**src/hdl/fsb_pkg.sv**
```systemverilog
// Package with shared constants, types and carriers of the fieldbus slave buffer bridge.
package fsb_pkg;

   // Buffer sizing.
   localparam int unsigned MAX_LEN        = 244;
   localparam int unsigned MIN_LEN        = 1;
   localparam int unsigned LEN_W          = 8;
   localparam int unsigned ADDR_W         = 16;
   localparam int unsigned NUM_SLOTS      = 2;
   localparam int unsigned FIFO_DEPTH     = 16;

   // Reset values.
   localparam logic [ADDR_W-1:0] BUF_BASE_RST = 16'h0000;
   localparam logic [6:0]        STATION_RST  = 7'h7e;

   // Baud limits and the one-cycle bit enable rate.
   localparam int unsigned CLK_HZ         = 25_000_000;
   localparam int unsigned BAUD_MIN       = 9600;
   localparam int unsigned BAUD_MAX       = 12_000_000;
   localparam int unsigned BAUD_DIV_W     = 12;
   localparam logic [BAUD_DIV_W-1:0] BAUD_CNT_RST = 12'h002;

   // Frame kinds presented by the link layer.
   typedef enum logic [2:0] {
      FSB_FRM_PARAM = 3'h0,
      FSB_FRM_CONFIG = 3'h1,
      FSB_FRM_DIAG  = 3'h2,
      FSB_FRM_DATA  = 3'h3,
      FSB_FRM_READ  = 3'h4,
      FSB_FRM_PEER  = 3'h5
   } fsb_frame_t;

   // Startup sequence states, Gray coded along the usual path.
   typedef enum logic [2:0] {
      FSB_WAIT_PRM = 3'b000,
      FSB_WAIT_CFG = 3'b001,
      FSB_WAIT_DIAG = 3'b011,
      FSB_DATA_EX  = 3'b010,
      FSB_OUT_XFER = 3'b110,
      FSB_IN_XFER  = 3'b111
   } fsb_state_t;

   // One byte of a received fieldbus frame.
   typedef struct packed {
      logic [6:0]  src;
      fsb_frame_t  kind;
      logic        first;
      logic        last;
      logic [7:0]  data;
   } fsb_rx_t;

   // One byte of a response frame.
   typedef struct packed {
      logic        last;
      logic [7:0]  data;
   } fsb_tx_t;

   // Host data memory write or read request.
   typedef struct packed {
      logic              wr;
      logic [ADDR_W-1:0] addr;
      logic [7:0]        data;
   } fsb_mem_t;

   // Configuration report for the host status memory.
   typedef struct packed {
      logic              valid;
      logic [ADDR_W-1:0] base;
      logic [LEN_W-1:0]  out_len;
      logic [LEN_W-1:0]  in_len;
   } fsb_report_t;

   // Length carried in one configuration byte, counted from one.
   function automatic logic [LEN_W-1:0] cfg_len(input logic [7:0] b);
      return {2'h0, b[5:0]} + 8'h01;
   endfunction

   // Saturating sum of two slot lengths.
   function automatic logic [LEN_W-1:0] len_add(input logic [LEN_W-1:0] a,
                                                input logic [LEN_W-1:0] b);
      logic [LEN_W:0] s;
      s = {1'b0, a} + {1'b0, b};
      return (s > (LEN_W+1)'(MAX_LEN)) ? LEN_W'(MAX_LEN) : s[LEN_W-1:0];
   endfunction

endpackage

```
**src/hdl/fsb_bridge.sv**
```systemverilog
// Passive fieldbus slave that bridges cyclic I/O buffers into host data memory.
// How it works
// - Bit enable divider covers every supported baud.
// - Station address comes from rotary switches.
// - Switch change takes effect only at power-up.
// - Passive: answers only when master asks.
// - Each exchange takes outputs and returns inputs.
// - Exception flag raised; master then reads diagnostics.
// - Only owning master may write; others read.
// - Buffer lengths span zero to 128 bytes.
// - Output buffer base comes from parameter data.
// - Buffer sizes derive from the configuration bytes.
// - Base and lengths reported to host status.
// - Whole buffers move as one unit.
// - Outputs arrive whole, written to memory together.
// - Inputs read together, sent in one message.
// - Every output message answered with input buffer.
// - Configuration holds up to two slots.
// - Peer protocol reads still served when owned.
// - Input buffer follows output buffer directly.
// - Buffer base defaults to first memory byte.
// - Outputs land before scan, inputs after.
`timescale 1ns/1ps
module fsb_bridge
   import fsb_pkg::*;
#(
   parameter int unsigned DEPTH = FIFO_DEPTH
) (
   input  wire logic                CLK_SYS,
   input  wire logic                SYS_RST,
   input  wire logic [6:0]          STATION_SW,
   input  wire logic [BAUD_DIV_W-1:0] BAUD_DIV,
   output logic                     BIT_EN,
   output logic [6:0]               STATION_ADDR,
   input  wire fsb_pkg::fsb_rx_t    RX,
   input  wire logic                RX_VALID,
   output logic                     RX_READY,
   output fsb_pkg::fsb_tx_t         TX,
   output logic                     TX_VALID,
   input  wire logic                TX_READY,
   input  wire logic                EXCEPTION_REQ,
   output logic                     DIAG_PENDING,
   output fsb_pkg::fsb_mem_t        MEM_REQ,
   output logic                     MEM_VALID,
   input  wire logic                MEM_READY,
   input  wire logic [7:0]          MEM_RDATA,
   input  wire logic                MEM_RVALID,
   output logic                     MEM_LOCK,
   input  wire logic                SCAN_PRE,
   input  wire logic                SCAN_POST,
   output fsb_pkg::fsb_report_t     REPORT,
   output logic                     DATA_EXCHANGE,
   output logic                     OWNED,
   output logic [6:0]               OWNER_ADDR
);
   import fsb_pkg::*;

   typedef struct packed {
      fsb_state_t        state;
      logic              strap_done;
      logic [6:0]        station;
      logic [6:0]        owner;
      logic              owned;
      logic [ADDR_W-1:0] base;
      logic [LEN_W-1:0]  out_len;
      logic [LEN_W-1:0]  in_len;
      logic [1:0]        slot;
      logic [7:0]        prm_idx;
      logic [LEN_W-1:0]  idx;
      logic [LEN_W-1:0]  rd_idx;
      logic              out_ready;
      logic              diag;
      logic              report_valid;
      logic              resp_pend;
      logic [LEN_W-1:0]  tx_idx;
      logic [BAUD_DIV_W-1:0] baud_cnt;
      logic              bit_en;
      logic [6:0]        sw_s1;
      logic [6:0]        sw_s2;
      logic [1:0]        pre_s;
      logic [1:0]        post_s;
      logic [1:0]        exc_s;
      logic [7:0]        tx_data;
      logic              tx_last;
      logic              tx_valid;
   } fsb_st_t;

   fsb_st_t          st_r;
   fsb_st_t          st_nxt;
   logic [7:0]       in_buf  [MAX_LEN];
   logic [7:0]       fifo_out;
   logic             fifo_ovalid;
   logic             fifo_oready;
   logic             fifo_iready;
   logic             rx_take;
   logic             is_write;
   logic             from_owner;
   logic             for_data;

   // Output bytes of a data frame pass the FIFO; its ready stalls the link.
   assign for_data   = (RX.kind == FSB_FRM_DATA) && (st_r.state == FSB_DATA_EX);
   assign from_owner = st_r.owned && (RX.src == st_r.owner);
   assign is_write   = (RX.kind == FSB_FRM_PARAM) || (RX.kind == FSB_FRM_CONFIG)
                       || (RX.kind == FSB_FRM_DATA);
   assign RX_READY   = !st_r.resp_pend && (!for_data || fifo_iready);
   assign rx_take    = RX_VALID && RX_READY;
   assign fifo_oready = (st_r.state == FSB_OUT_XFER) && MEM_READY;

   fsb_fifo #(
      .WIDTH (8),
      .DEPTH (DEPTH)
   ) u_fifo (
      .clk       (CLK_SYS),
      .rst       (SYS_RST),
      .in_data   (RX.data),
      .in_valid  (RX_VALID && for_data && !st_r.resp_pend && from_owner),
      .in_ready  (fifo_iready),
      .out_data  (fifo_out),
      .out_valid (fifo_ovalid),
      .out_ready (fifo_oready)
   );

   // Next state of the whole bridge.
   always_comb begin
      st_nxt = st_r;
      // Two-stage synchronisers for pins.
      st_nxt.sw_s1  = STATION_SW;
      st_nxt.sw_s2  = st_r.sw_s1;
      st_nxt.pre_s  = {st_r.pre_s[0], SCAN_PRE};
      st_nxt.post_s = {st_r.post_s[0], SCAN_POST};
      st_nxt.exc_s  = {st_r.exc_s[0], EXCEPTION_REQ};
      // Bit enable divider; divisors 2 to 2603 yield a baud in range.
      st_nxt.bit_en = 1'b0;
      if (st_r.baud_cnt == '0) begin
         st_nxt.baud_cnt = BAUD_DIV;
         st_nxt.bit_en   = 1'b1;
      end else begin
         st_nxt.baud_cnt = st_r.baud_cnt - 1'b1;
      end
      // The address is caught once after reset and then held.
      if (!st_r.strap_done && st_r.baud_cnt == '0) begin
         st_nxt.station    = st_r.sw_s2;
         st_nxt.strap_done = 1'b1;
      end
      // Exception is sticky; the diagnostic read clears it but a new one wins.
      if (st_r.diag && rx_take && RX.last && RX.kind == FSB_FRM_DIAG) begin
         st_nxt.diag = 1'b0;
      end
      if (st_r.exc_s[1]) begin
         st_nxt.diag = 1'b1;
      end
      // Transmit handshake.
      if (st_r.tx_valid && TX_READY) begin
         st_nxt.tx_valid = 1'b0;
         if (st_r.tx_last) begin
            st_nxt.resp_pend = 1'b0;
         end else begin
            st_nxt.tx_idx = st_r.tx_idx + 1'b1;
         end
      end
      // The response streams the snapshot of the input buffer only.
      if (st_r.resp_pend && !st_r.tx_valid && !(st_r.tx_valid && TX_READY)) begin
         st_nxt.tx_data  = in_buf[st_r.tx_idx];
         st_nxt.tx_last  = (st_r.tx_idx == st_r.in_len - 1'b1);
         st_nxt.tx_valid = 1'b1;
      end
      // Received byte handling; nothing is ever sent unasked.
      if (rx_take) begin
         unique case (RX.kind)
            FSB_FRM_PARAM: begin
               if (!st_r.owned || from_owner) begin
                  if (RX.first) begin
                     st_nxt.prm_idx = 8'h01;
                     st_nxt.base    = {8'h00, RX.data};
                  end else begin
                     st_nxt.prm_idx = st_r.prm_idx + 1'b1;
                     if (st_r.prm_idx == 8'h01) begin
                        st_nxt.base = {st_r.base[7:0], RX.data};
                     end
                  end
                  if (RX.last) begin
                     st_nxt.owner = RX.src;
                     st_nxt.state = FSB_WAIT_CFG;
                     st_nxt.owned = 1'b0;
                     st_nxt.report_valid = 1'b0;
                  end
               end
            end
            FSB_FRM_CONFIG: begin
               if (st_r.state == FSB_WAIT_CFG && RX.src == st_r.owner) begin
                  if (RX.first) begin
                     st_nxt.slot    = 2'h0;
                     st_nxt.out_len = '0;
                     st_nxt.in_len  = '0;
                  end
                  // Each slot byte: bit7 out, bit6 in, low bits length minus one.
                  if (RX.first || st_r.slot < 2'(NUM_SLOTS)) begin
                     st_nxt.slot = (RX.first ? 2'h0 : st_r.slot) + 2'h1;
                     if (RX.data[7]) begin
                        st_nxt.out_len = len_add(RX.first ? '0 : st_r.out_len,
                                                 cfg_len(RX.data));
                     end
                     if (RX.data[6]) begin
                        st_nxt.in_len = len_add(RX.first ? '0 : st_r.in_len,
                                                cfg_len(RX.data));
                     end
                  end
                  if (RX.last) begin
                     st_nxt.state = FSB_WAIT_DIAG;
                  end
               end
            end
            FSB_FRM_DIAG: begin
               // Diagnostic read confirms acceptance and grants ownership.
               if (st_r.state == FSB_WAIT_DIAG && RX.last && RX.src == st_r.owner) begin
                  st_nxt.owned        = 1'b1;
                  st_nxt.report_valid = 1'b1;
                  st_nxt.state        = FSB_DATA_EX;
               end
            end
            FSB_FRM_DATA: begin
               if (for_data && from_owner && RX.last) begin
                  st_nxt.resp_pend = 1'b1;
                  st_nxt.tx_idx    = '0;
                  st_nxt.out_ready = 1'b1;
               end
            end
            FSB_FRM_READ, FSB_FRM_PEER: begin
               // Any master may read the inputs, but only once the bridge is owned.
               if (RX.last && st_r.owned) begin
                  st_nxt.resp_pend = 1'b1;
                  st_nxt.tx_idx    = '0;
               end
            end
            default: begin
            end
         endcase
      end
      // Scan hooks move whole buffers while the memory is locked.
      unique case (st_r.state)
         FSB_DATA_EX: begin
            if (st_r.pre_s[1] && st_r.out_ready) begin
               st_nxt.state = FSB_OUT_XFER;
               st_nxt.idx   = '0;
            end else if (st_r.post_s[1] && !st_r.resp_pend) begin
               st_nxt.state  = FSB_IN_XFER;
               st_nxt.idx    = '0;
               st_nxt.rd_idx = '0;
            end
         end
         FSB_OUT_XFER: begin
            if (fifo_ovalid && MEM_READY) begin
               st_nxt.idx = st_r.idx + 1'b1;
               if (st_r.idx == st_r.out_len - 1'b1) begin
                  st_nxt.state     = FSB_DATA_EX;
                  st_nxt.out_ready = 1'b0;
               end
            end
         end
         FSB_IN_XFER: begin
            if (MEM_READY && st_r.idx != st_r.in_len) begin
               st_nxt.idx = st_r.idx + 1'b1;
            end
            if (MEM_RVALID) begin
               st_nxt.rd_idx = st_r.rd_idx + 1'b1;
               if (st_r.rd_idx == st_r.in_len - 1'b1) begin
                  st_nxt.state    = FSB_DATA_EX;
               end
            end
         end
         default: begin
         end
      endcase
   end

   // Register the state; the address strap is caught after release.
   always_ff @(posedge CLK_SYS) begin
      if (SYS_RST) begin
         st_r         <= '0;
         st_r.state   <= FSB_WAIT_PRM;
         st_r.station <= STATION_RST;
         st_r.base    <= BUF_BASE_RST;
         st_r.out_len <= LEN_W'(MIN_LEN);
         st_r.in_len  <= LEN_W'(MIN_LEN);
         st_r.baud_cnt <= BAUD_CNT_RST;
      end else begin
         st_r <= st_nxt;
      end
      // Input snapshot, written only inside a whole-buffer move.
      if (st_r.state == FSB_IN_XFER && MEM_RVALID) begin
         in_buf[st_r.rd_idx] <= MEM_RDATA;
      end
   end

   // Memory requests; input buffer sits right after the output buffer.
   always_comb begin
      MEM_REQ   = '0;
      MEM_VALID = 1'b0;
      if (st_r.state == FSB_OUT_XFER) begin
         MEM_REQ.wr   = 1'b1;
         MEM_REQ.addr = st_r.base + ADDR_W'(st_r.idx);
         MEM_REQ.data = fifo_out;
         MEM_VALID    = fifo_ovalid;
      end else if (st_r.state == FSB_IN_XFER && st_r.idx != st_r.in_len) begin
         MEM_REQ.addr = st_r.base + ADDR_W'(st_r.out_len) + ADDR_W'(st_r.idx);
         MEM_VALID    = 1'b1;
      end
   end

   // Lock keeps user interrupts off the memory during a move.
   assign MEM_LOCK      = (st_r.state == FSB_OUT_XFER) || (st_r.state == FSB_IN_XFER);
   assign BIT_EN        = st_r.bit_en;
   assign STATION_ADDR  = st_r.station;
   assign TX.data       = st_r.tx_data;
   assign TX.last       = st_r.tx_last;
   assign TX_VALID      = st_r.tx_valid;
   assign DIAG_PENDING  = st_r.diag;
   assign REPORT.valid  = st_r.report_valid;
   assign REPORT.base   = st_r.base;
   assign REPORT.out_len = st_r.out_len;
   assign REPORT.in_len = st_r.in_len;
   assign DATA_EXCHANGE = st_r.owned;
   assign OWNED         = st_r.owned;
   assign OWNER_ADDR    = st_r.owner;

endmodule

```
**src/hdl/fsb_fifo.sv**
```systemverilog
// Synchronous valid/ready FIFO with parameterised width and depth.
`timescale 1ns/1ps
module fsb_fifo #(
   parameter int unsigned WIDTH = 8,
   parameter int unsigned DEPTH = 16
) (
   input  wire logic             clk,
   input  wire logic             rst,
   input  wire logic [WIDTH-1:0] in_data,
   input  wire logic             in_valid,
   output logic                  in_ready,
   output logic      [WIDTH-1:0] out_data,
   output logic                  out_valid,
   input  wire logic             out_ready
);
   localparam int unsigned AW = $clog2(DEPTH);

   typedef struct packed {
      logic [AW-1:0] wp;
      logic [AW-1:0] rp;
      logic [AW:0]   cnt;
   } fsb_fifo_st_t;

   logic [WIDTH-1:0] mem [DEPTH];
   fsb_fifo_st_t     st_r;
   fsb_fifo_st_t     st_nxt;
   logic             push;
   logic             pop;

   // Full and empty come straight from the fill count.
   assign in_ready  = (st_r.cnt != (AW+1)'(DEPTH));
   assign out_valid = (st_r.cnt != '0);
   assign out_data  = mem[st_r.rp];
   assign push      = in_valid && in_ready;
   assign pop       = out_valid && out_ready;

   // Pointer and count update.
   always_comb begin
      st_nxt = st_r;
      if (push) begin
         st_nxt.wp = st_r.wp + 1'b1;
      end
      if (pop) begin
         st_nxt.rp = st_r.rp + 1'b1;
      end
      if (push && !pop) begin
         st_nxt.cnt = st_r.cnt + 1'b1;
      end else if (pop && !push) begin
         st_nxt.cnt = st_r.cnt - 1'b1;
      end
   end

   // State register; storage needs no reset.
   always_ff @(posedge clk) begin
      if (rst) begin
         st_r <= '0;
      end else begin
         st_r <= st_nxt;
      end
      if (push) begin
         mem[st_r.wp] <= in_data;
      end
   end

endmodule

```
**config.mk**
```make
export PLATFORM = sky130hd
export DESIGN_NAME = fsb_bridge
export DESIGN_NICKNAME = d
export VERILOG_FILES = /design/src/hdl/fsb_pkg.sv /design/src/hdl/fsb_bridge.sv /design/src/hdl/fsb_fifo.sv
export SDC_FILE = /design/constraint.sdc
export NUM_CORES = 2
export LEC_CHECK = 0
export BUFFER_PORTS_ARGS = -buffer_cell sky130_fd_sc_hd__buf_2
export CAP_MARGIN = 20
export CORE_MARGIN = 3
export CORE_UTILIZATION = 55
export CTS_CLUSTER_SIZE = 10
export DETAILED_ROUTE_END_ITERATION = 6
export PLACE_DENSITY_LB_ADDON = 0.25
export SETUP_SLACK_MARGIN = 0.4
export SYNTH_ARGS = -nofsm -noshare
export SYNTH_HDL_FRONTEND = slang
export SYNTH_SLANG_ARGS = --single-unit
```
**constraint.sdc**
```tcl
create_clock -name CLK_SYS -period 5.47 [get_ports CLK_SYS]
set_clock_uncertainty 0.1 [all_clocks]
set_input_delay 0 -clock CLK_SYS [delete_from_list [all_inputs] [get_ports CLK_SYS]]
set_output_delay 0 -clock CLK_SYS [all_outputs]
set_load 0.05 [all_outputs]
```
Word level (Yosys, flattened, before mapping)
Memory sizes are Yosys's and may differ from the RTL's. A register that Yosys moved wholly into a read port is not among the register bits.
Cells that the tools add are included.
- flip-flop bits (word level): 137
- RAM bits: 2080
- bits of input ports: 56
- output and inout port bits: 89
- logic and storage cells: 215
- memories kept: 2
- memory list (name ; words ; width ; rd ports ; clocked after Yosys merged registers in ; wr ports ; RTL line ; RTL):
    in_buf ; 244 ; 8 ; 1 ; 1 ; 1 ; fsb_bridge.sv:90 ; logic [7:0] in_buf [MAX_LEN];
    u_fifo.mem ; 16 ; 8 ; 1 ; 1 ; 1 ; fsb_fifo.sv:24 ; logic [WIDTH-1:0] mem [DEPTH];
- add/sub/neg operators: 18
- magnitude comparators: 3
- equality and inequality tests: 26
- mux-type cells: 74
- reduce and logical (&&, ||, !) cells: 63
- operators with widths (operator ; count):
    2-to-1 mux 8 bit ; 14
    2-to-1 mux 16 bit ; 5
    adder 16 x 8 -> 16 bit ; 3
    2-to-1 mux 18 bit ; 2
    2-to-1 mux 3 bit ; 12
    2-to-1 mux 9 bit ; 4
    adder 8 x 1 -> 8 bit, second input constant ; 4
    logical AND 1 bit ; 31
    == test 8 bit ; 3
    one-hot mux 8 bit (3 select lines) ; 1
    2-to-1 mux 1 bit ; 23
    AND reduction 4 bit ; 5
    > comparator 9 x 8 -> 1 bit, second input constant ; 2
    one-hot mux 3 bit (3 select lines) ; 2
    one-hot mux 9 bit (2 select lines) ; 1
    2-to-1 mux 17 bit ; 1
    one-hot mux 8 bit (2 select lines) ; 1
    subtractor 8 x 1 -> 8 bit, second input constant ; 2
    nonzero test 2 bit ; 7
    == test 3 x 2 -> 1 bit, second input constant ; 4
    == test 3 bit, second input constant ; 4
    zero test 12 bit ; 1
    2-to-1 mux 12 bit ; 1
    subtractor 12 x 1 -> 12 bit, second input constant ; 1
    28 further kinds ; 50

Logic depth before layout (Yosys ltp)
- word-level depth: 11
- depth in mapped cells: 14
- depth with buffers taken out: 13

Cells and area by module
A second synthesis with hierarchy kept.
- cell total of the unflattened synthesis: 5019
- area, all modules: 90994.8 um^2
- by module, submodules not included (module ; instances ; cells each ; area an instance (um^2) ; sequential area each (um^2)):
    fsb_bridge ; 1 ; 4708 ; 85233.0 ; 61238.7
    fsb_fifo ; 1 ; 311 ; 5761.8 ; 4184.0

Worst setup path before layout
Ideal clock, no wire load.
- path kind: register to register
- start point: register st_r (netlist bit REPORT[0])
- end point: register st_r (netlist bit REPORT[0])
- setup time: 0.114 ns
- arrival time: 2.990 ns
- required time: 5.256 ns
- setup slack: 2.266 ns
- cell stages (with the launch flop): 13
- path buffers: 1
- clock period less this slack: 3.204 ns
- cells stage by stage: dfxtp_1 -> clkbuf_1 -> inv_1 -> nor2_1 -> ha_1 -> fa_1 -> inv_1 -> maj3_2 -> maj3_2 -> or4_4 -> a31oi_4 -> and3b_1 -> a21bo_1
- cells in the longest elaborated chain, start to end: 6
- elaborated cells between the ends (all ways): 7
- classes of those cells: 1 x add/sub; 1 x order compare; 5 x mux
- RTL lines (element ; RTL line ; RTL):
    start: declaration ; fsb_bridge.sv:88 ; fsb_st_t st_r;
    start signal: assignment ; fsb_bridge.sv:287 ; st_r <= st_nxt;
    2-to-1 mux 8 bit ; fsb_bridge.sv:204 ; st_nxt.in_len = len_add(RX.first ? '0 : st_r.in_len,
    adder 8 x 7 -> 9 bit ; fsb_pkg.sv:82 ; s = {1'b0, a} + {1'b0, b};
    > comparator 9 x 8 -> 1 bit ; fsb_pkg.sv:83 ; return (s > (LEN_W+1)'(MAX_LEN)) ? LEN_W'(MAX_LEN) : s[LEN_W-1:0];
    2-to-1 mux 8 bit ; fsb_pkg.sv:83 ;
    2-to-1 mux 8 bit ; fsb_bridge.sv:203 ; if (RX.data[6]) begin
    2-to-1 mux 18 bit * ; fsb_bridge.sv:197 ; if (RX.first || st_r.slot < 2'(NUM_SLOTS)) begin
Every way passes the cells marked *; elsewhere a longest branch is shown, timed or not. The select of a mux whose other input is x is not followed.
A chain may end at the register's enable or synchronous reset.

==> run metrics <==
#FFs+latches synth 2,228; Synth Area in Adders 1.01%; # DRC 0; Yosys warnings 0; 1st-iter DRT viols 6,436; endpoints failing hold 0; sw frac 19.6%; first drt pass iteration count 5; Worst path slowest cell nor2_1; total power 34.9 mW; grt met2 use 42.8%; M3 GR Usage 6.62%; Final Non-Filler Cells 7,411; Post-CTS Hold Buffers 131; Wirelength per Cell 31.3 µm; die width 411 µm; final setup fails 0; CTS tree built; Final Max Slew Viols 0; total grt overflow 0; PortBufs 144; Post-Synth XOR/XNOR Area 1.08%; global-route wire length before repair 339,000 µm; clk sinks 2,228; WP buf/inv 0; status finished clean; Syn Area/Cell 18.6 µm²; number of fill cells 10,900; worst-path cell chain nand2b_1 -> nor2_1 -> a22oi_1 -> nand4_1 -> a221o_1 -> a211oi_1 -> o221ai_1; critical-path maximum fanout 43; prevailing post-synth register cell edfxtp_1; Vert. Die Dim 411 µm; Worst Path Arrival 5100 ps; post-route setup slack 1090 ps; Worst-Skew Late Latency 890 ps; Max Buffers Root-to-Sink 4; clk root buf clkbuf_16; ANT nets after route 0; syn_nets 4,959; CP Launch Type flop; clock share of power 43.9%; Worst setup EP type flop; Leak 31.9 nW; mapped cell area 0.0901 mm²; Placement Setup Slack 1280 ps; Pint 28.0 mW; CP top delay family simple AND/OR/NAND/NOR gates; Net Sw Power 6.86 mW; Synth Area in Compound Gates 3.95%; slowest cell delay on critical path 1190 ps; type of the worst setup path reg -> reg; Synth-to-Final Area Change 12.8%; Synth Instances 4,842; Fmax achieved 228 MHz; largest net degree at the start of global routing 202; Clock transition at path regs 60 ps; Via density 6.58; Starting Density 55.7%; Post-synth ARST share 0%; Relative slew margins 14.7%; Resize count post-CTS 0; Cells after DPL 6,936; Top Usage Layer GRT met2; Comb pwr share 2.4%; setup TNS 0 ps; Placer Congestion 0.924; MaxCap Viol Count 0; GRT Util Overall 27.7%; post-synthesis mux area share 14.7%; Worst Max-Slew Pin Slew 1280 ps; required time of the worst setup path 6180 ps; Placed Area 0.0930 mm²; Hold Path Class in -> reg; post-DP HPWL 142,000 µm; Synth cell types 80; num rows 147; fin area 0.102 mm²; number of global-route vias before repair 48,500; CTS Buf Count 275; layout cells sized above 1 21.4%; RSZ-0062 raised after global routing no; die area 0.169 mm²; Core ar. 0.162 mm²; total wire length 232,000 µm; H-tree levels 5; setup bufs post-CTS 0; main combinational cell family by area after synthesis multiplexers; pwr dens 344 mW/mm²; final net count 5,301; I/O pin count 145; Vias 48,700; Post-synth EDFFs 2,080; initial antenna violation count 8; VDD IR max 0.351 mV; Final Critical Period 4380 ps; Tcrit/Tclk final 80.1%; sequential share of power 53.7%; register area share after synthesis 72.6%; met1 GRT Util 38.7%; post-synthesis simple-gate area fraction 4.45%
## logic make-up after synthesis
logic type,count (synthesis)
compound gates,519
xor+xnor,109
fa+ha+maj,66
buf+inv,372
flops,2228
mux,679
simple gates,869
## area by class of cell
type / instances / area (µm²) / area share (%)
sequential: 2228 / 65400 / 64.4
clock inverter: 11 / 77.6 / 0.0764
tap: 2160 / 2700 / 2.66
antenna: 4 / 10.0 / 0.00986
clock buffer: 329 / 7170 / 7.06
timing repair buffer: 386 / 3220 / 3.17
multi-input combinational: 2242 / 22700 / 22.4
inverter: 51 / 196 / 0.193
## placed cells by master (no fill, tap or decap), types with 15 or more instances in the layout
master,synthesis,routed
edfxtp_1,2080,2080
xnor2_1,65,65
xor2_1,43,43
a221oi_1,21,21
o22ai_1,23,23
nand3_1,43,43
buf_2,44,135
nor2b_1,58,55
clkbuf_16,0,279
o21ai_0,73,73
buf_4,91,89
a22oi_1,72,72
ha_1,48,48
nand4_1,25,25
nor2_1,406,405
o221ai_1,23,23
mux2_2,35,35
nor3_1,36,36
mux4_2,514,514
and2_1,38,37
a21o_1,15,15
a211oi_1,26,26
a31oi_1,15,15
mux2i_1,130,130
buf_12,0,21
dlygate4sd3_1,0,131
a22o_1,18,18
o211ai_1,26,26
a21oi_1,124,124
dfxtp_1,148,141
and3_1,26,26
nand2_1,154,154
clkbuf_1,151,50
nand2b_1,25,25
inv_1,48,48
## final timing paths
check	cells past startpoint	endpoint	slack [ps]	from
worst max-delay path	7	TX[3]$_SDFFE_PP0P_	1090	st_r[46]$_SDFF_PP0_
worst min-delay path	2	u_fifo.mem[5][4]$_DFFE_PP_	40	RX[4]
worst max register to register	7	TX[3]$_SDFFE_PP0P_	1090	st_r[46]$_SDFF_PP0_
worst min register to register	1	st_r[18]$_SDFF_PP0_	330	st_nxt[18]$_SDFF_PP0_
## flip-flops by register name (all words and copies together), names as in the netlist, named ones only
name           count
DATA_EXCHANGE      1
DIAG_PENDING       1
TX_VALID           1
OWNER_ADDR         7
BIT_EN             1
REPORT            32
in_buf          1952
st_nxt            10
STATION_ADDR       7
u_fifo.st_r       13
st_r              62
u_fifo.mem       128
TX                 9
## per-stage QoR
step | hold slack [ps] | util (%)
final | 39.3 | 62.8
after global routing | 33.4 | 62.8
after CTS | 2.14 | 62.8
after detailed placement | 127 | 57.5
after global placement | 112 | 57.5
after floorplan | -3.39 | -
## synth_stat cells (11+ instances only)
cell	instances	area share, %
nor4_1	13	0.090
nand2b_1	25	0.17
clkbuf_1	151	0.63
buf_4	91	0.76
nand3_1	43	0.24
a221oi_1	21	0.20
a22o_1	18	0.18
ha_1	48	0.67
a311oi_1	12	0.12
buf_6	16	0.20
buf_2	44	0.24
nand2_1	154	0.64
and3_1	26	0.18
a2111oi_0	11	0.11
o211ai_1	26	0.22
o221ai_1	23	0.22
nor3_1	36	0.20
xor2_1	43	0.42
fa_1	13	0.29
a211oi_1	26	0.22
dfxtp_1	148	3.3
a22oi_1	72	0.60
nor2_1	406	1.7
a21o_1	15	0.13
a31oi_1	15	0.10
nand4_1	25	0.17
buf_1	19	0.079
xnor2_1	65	0.63
inv_1	48	0.20
edfxtp_1	2080	69
mux2i_1	130	1.4
and2_1	38	0.26
a21oi_1	124	0.69
nor2b_1	58	0.40
o21ai_0	73	0.41
mux4_2	514	13
o22ai_1	23	0.16
mux2_2	35	0.44
## routing by layer
metal / vias to the layer above / part of all wire, %
li1: 20100 / -
met1: 25100 / 37
met2: 3045 / 47
met3: 537 / 12
met4: 4 / 4.1
met5: - / 0.013
## power groups by stage
stage          logic, mW  registers (mW)  clock network, mW
2_1_floorplan      0.347            19.1                  0
3_3_place_gp       0.677            19.1                  0
3_5_place_dp       0.699            19.1                  0
4_1_cts            0.814            18.7               15.5
5_1_grt            0.909            18.7               16.2
6_report           0.837            18.7               15.3
(Power assumes the default switching activity.)
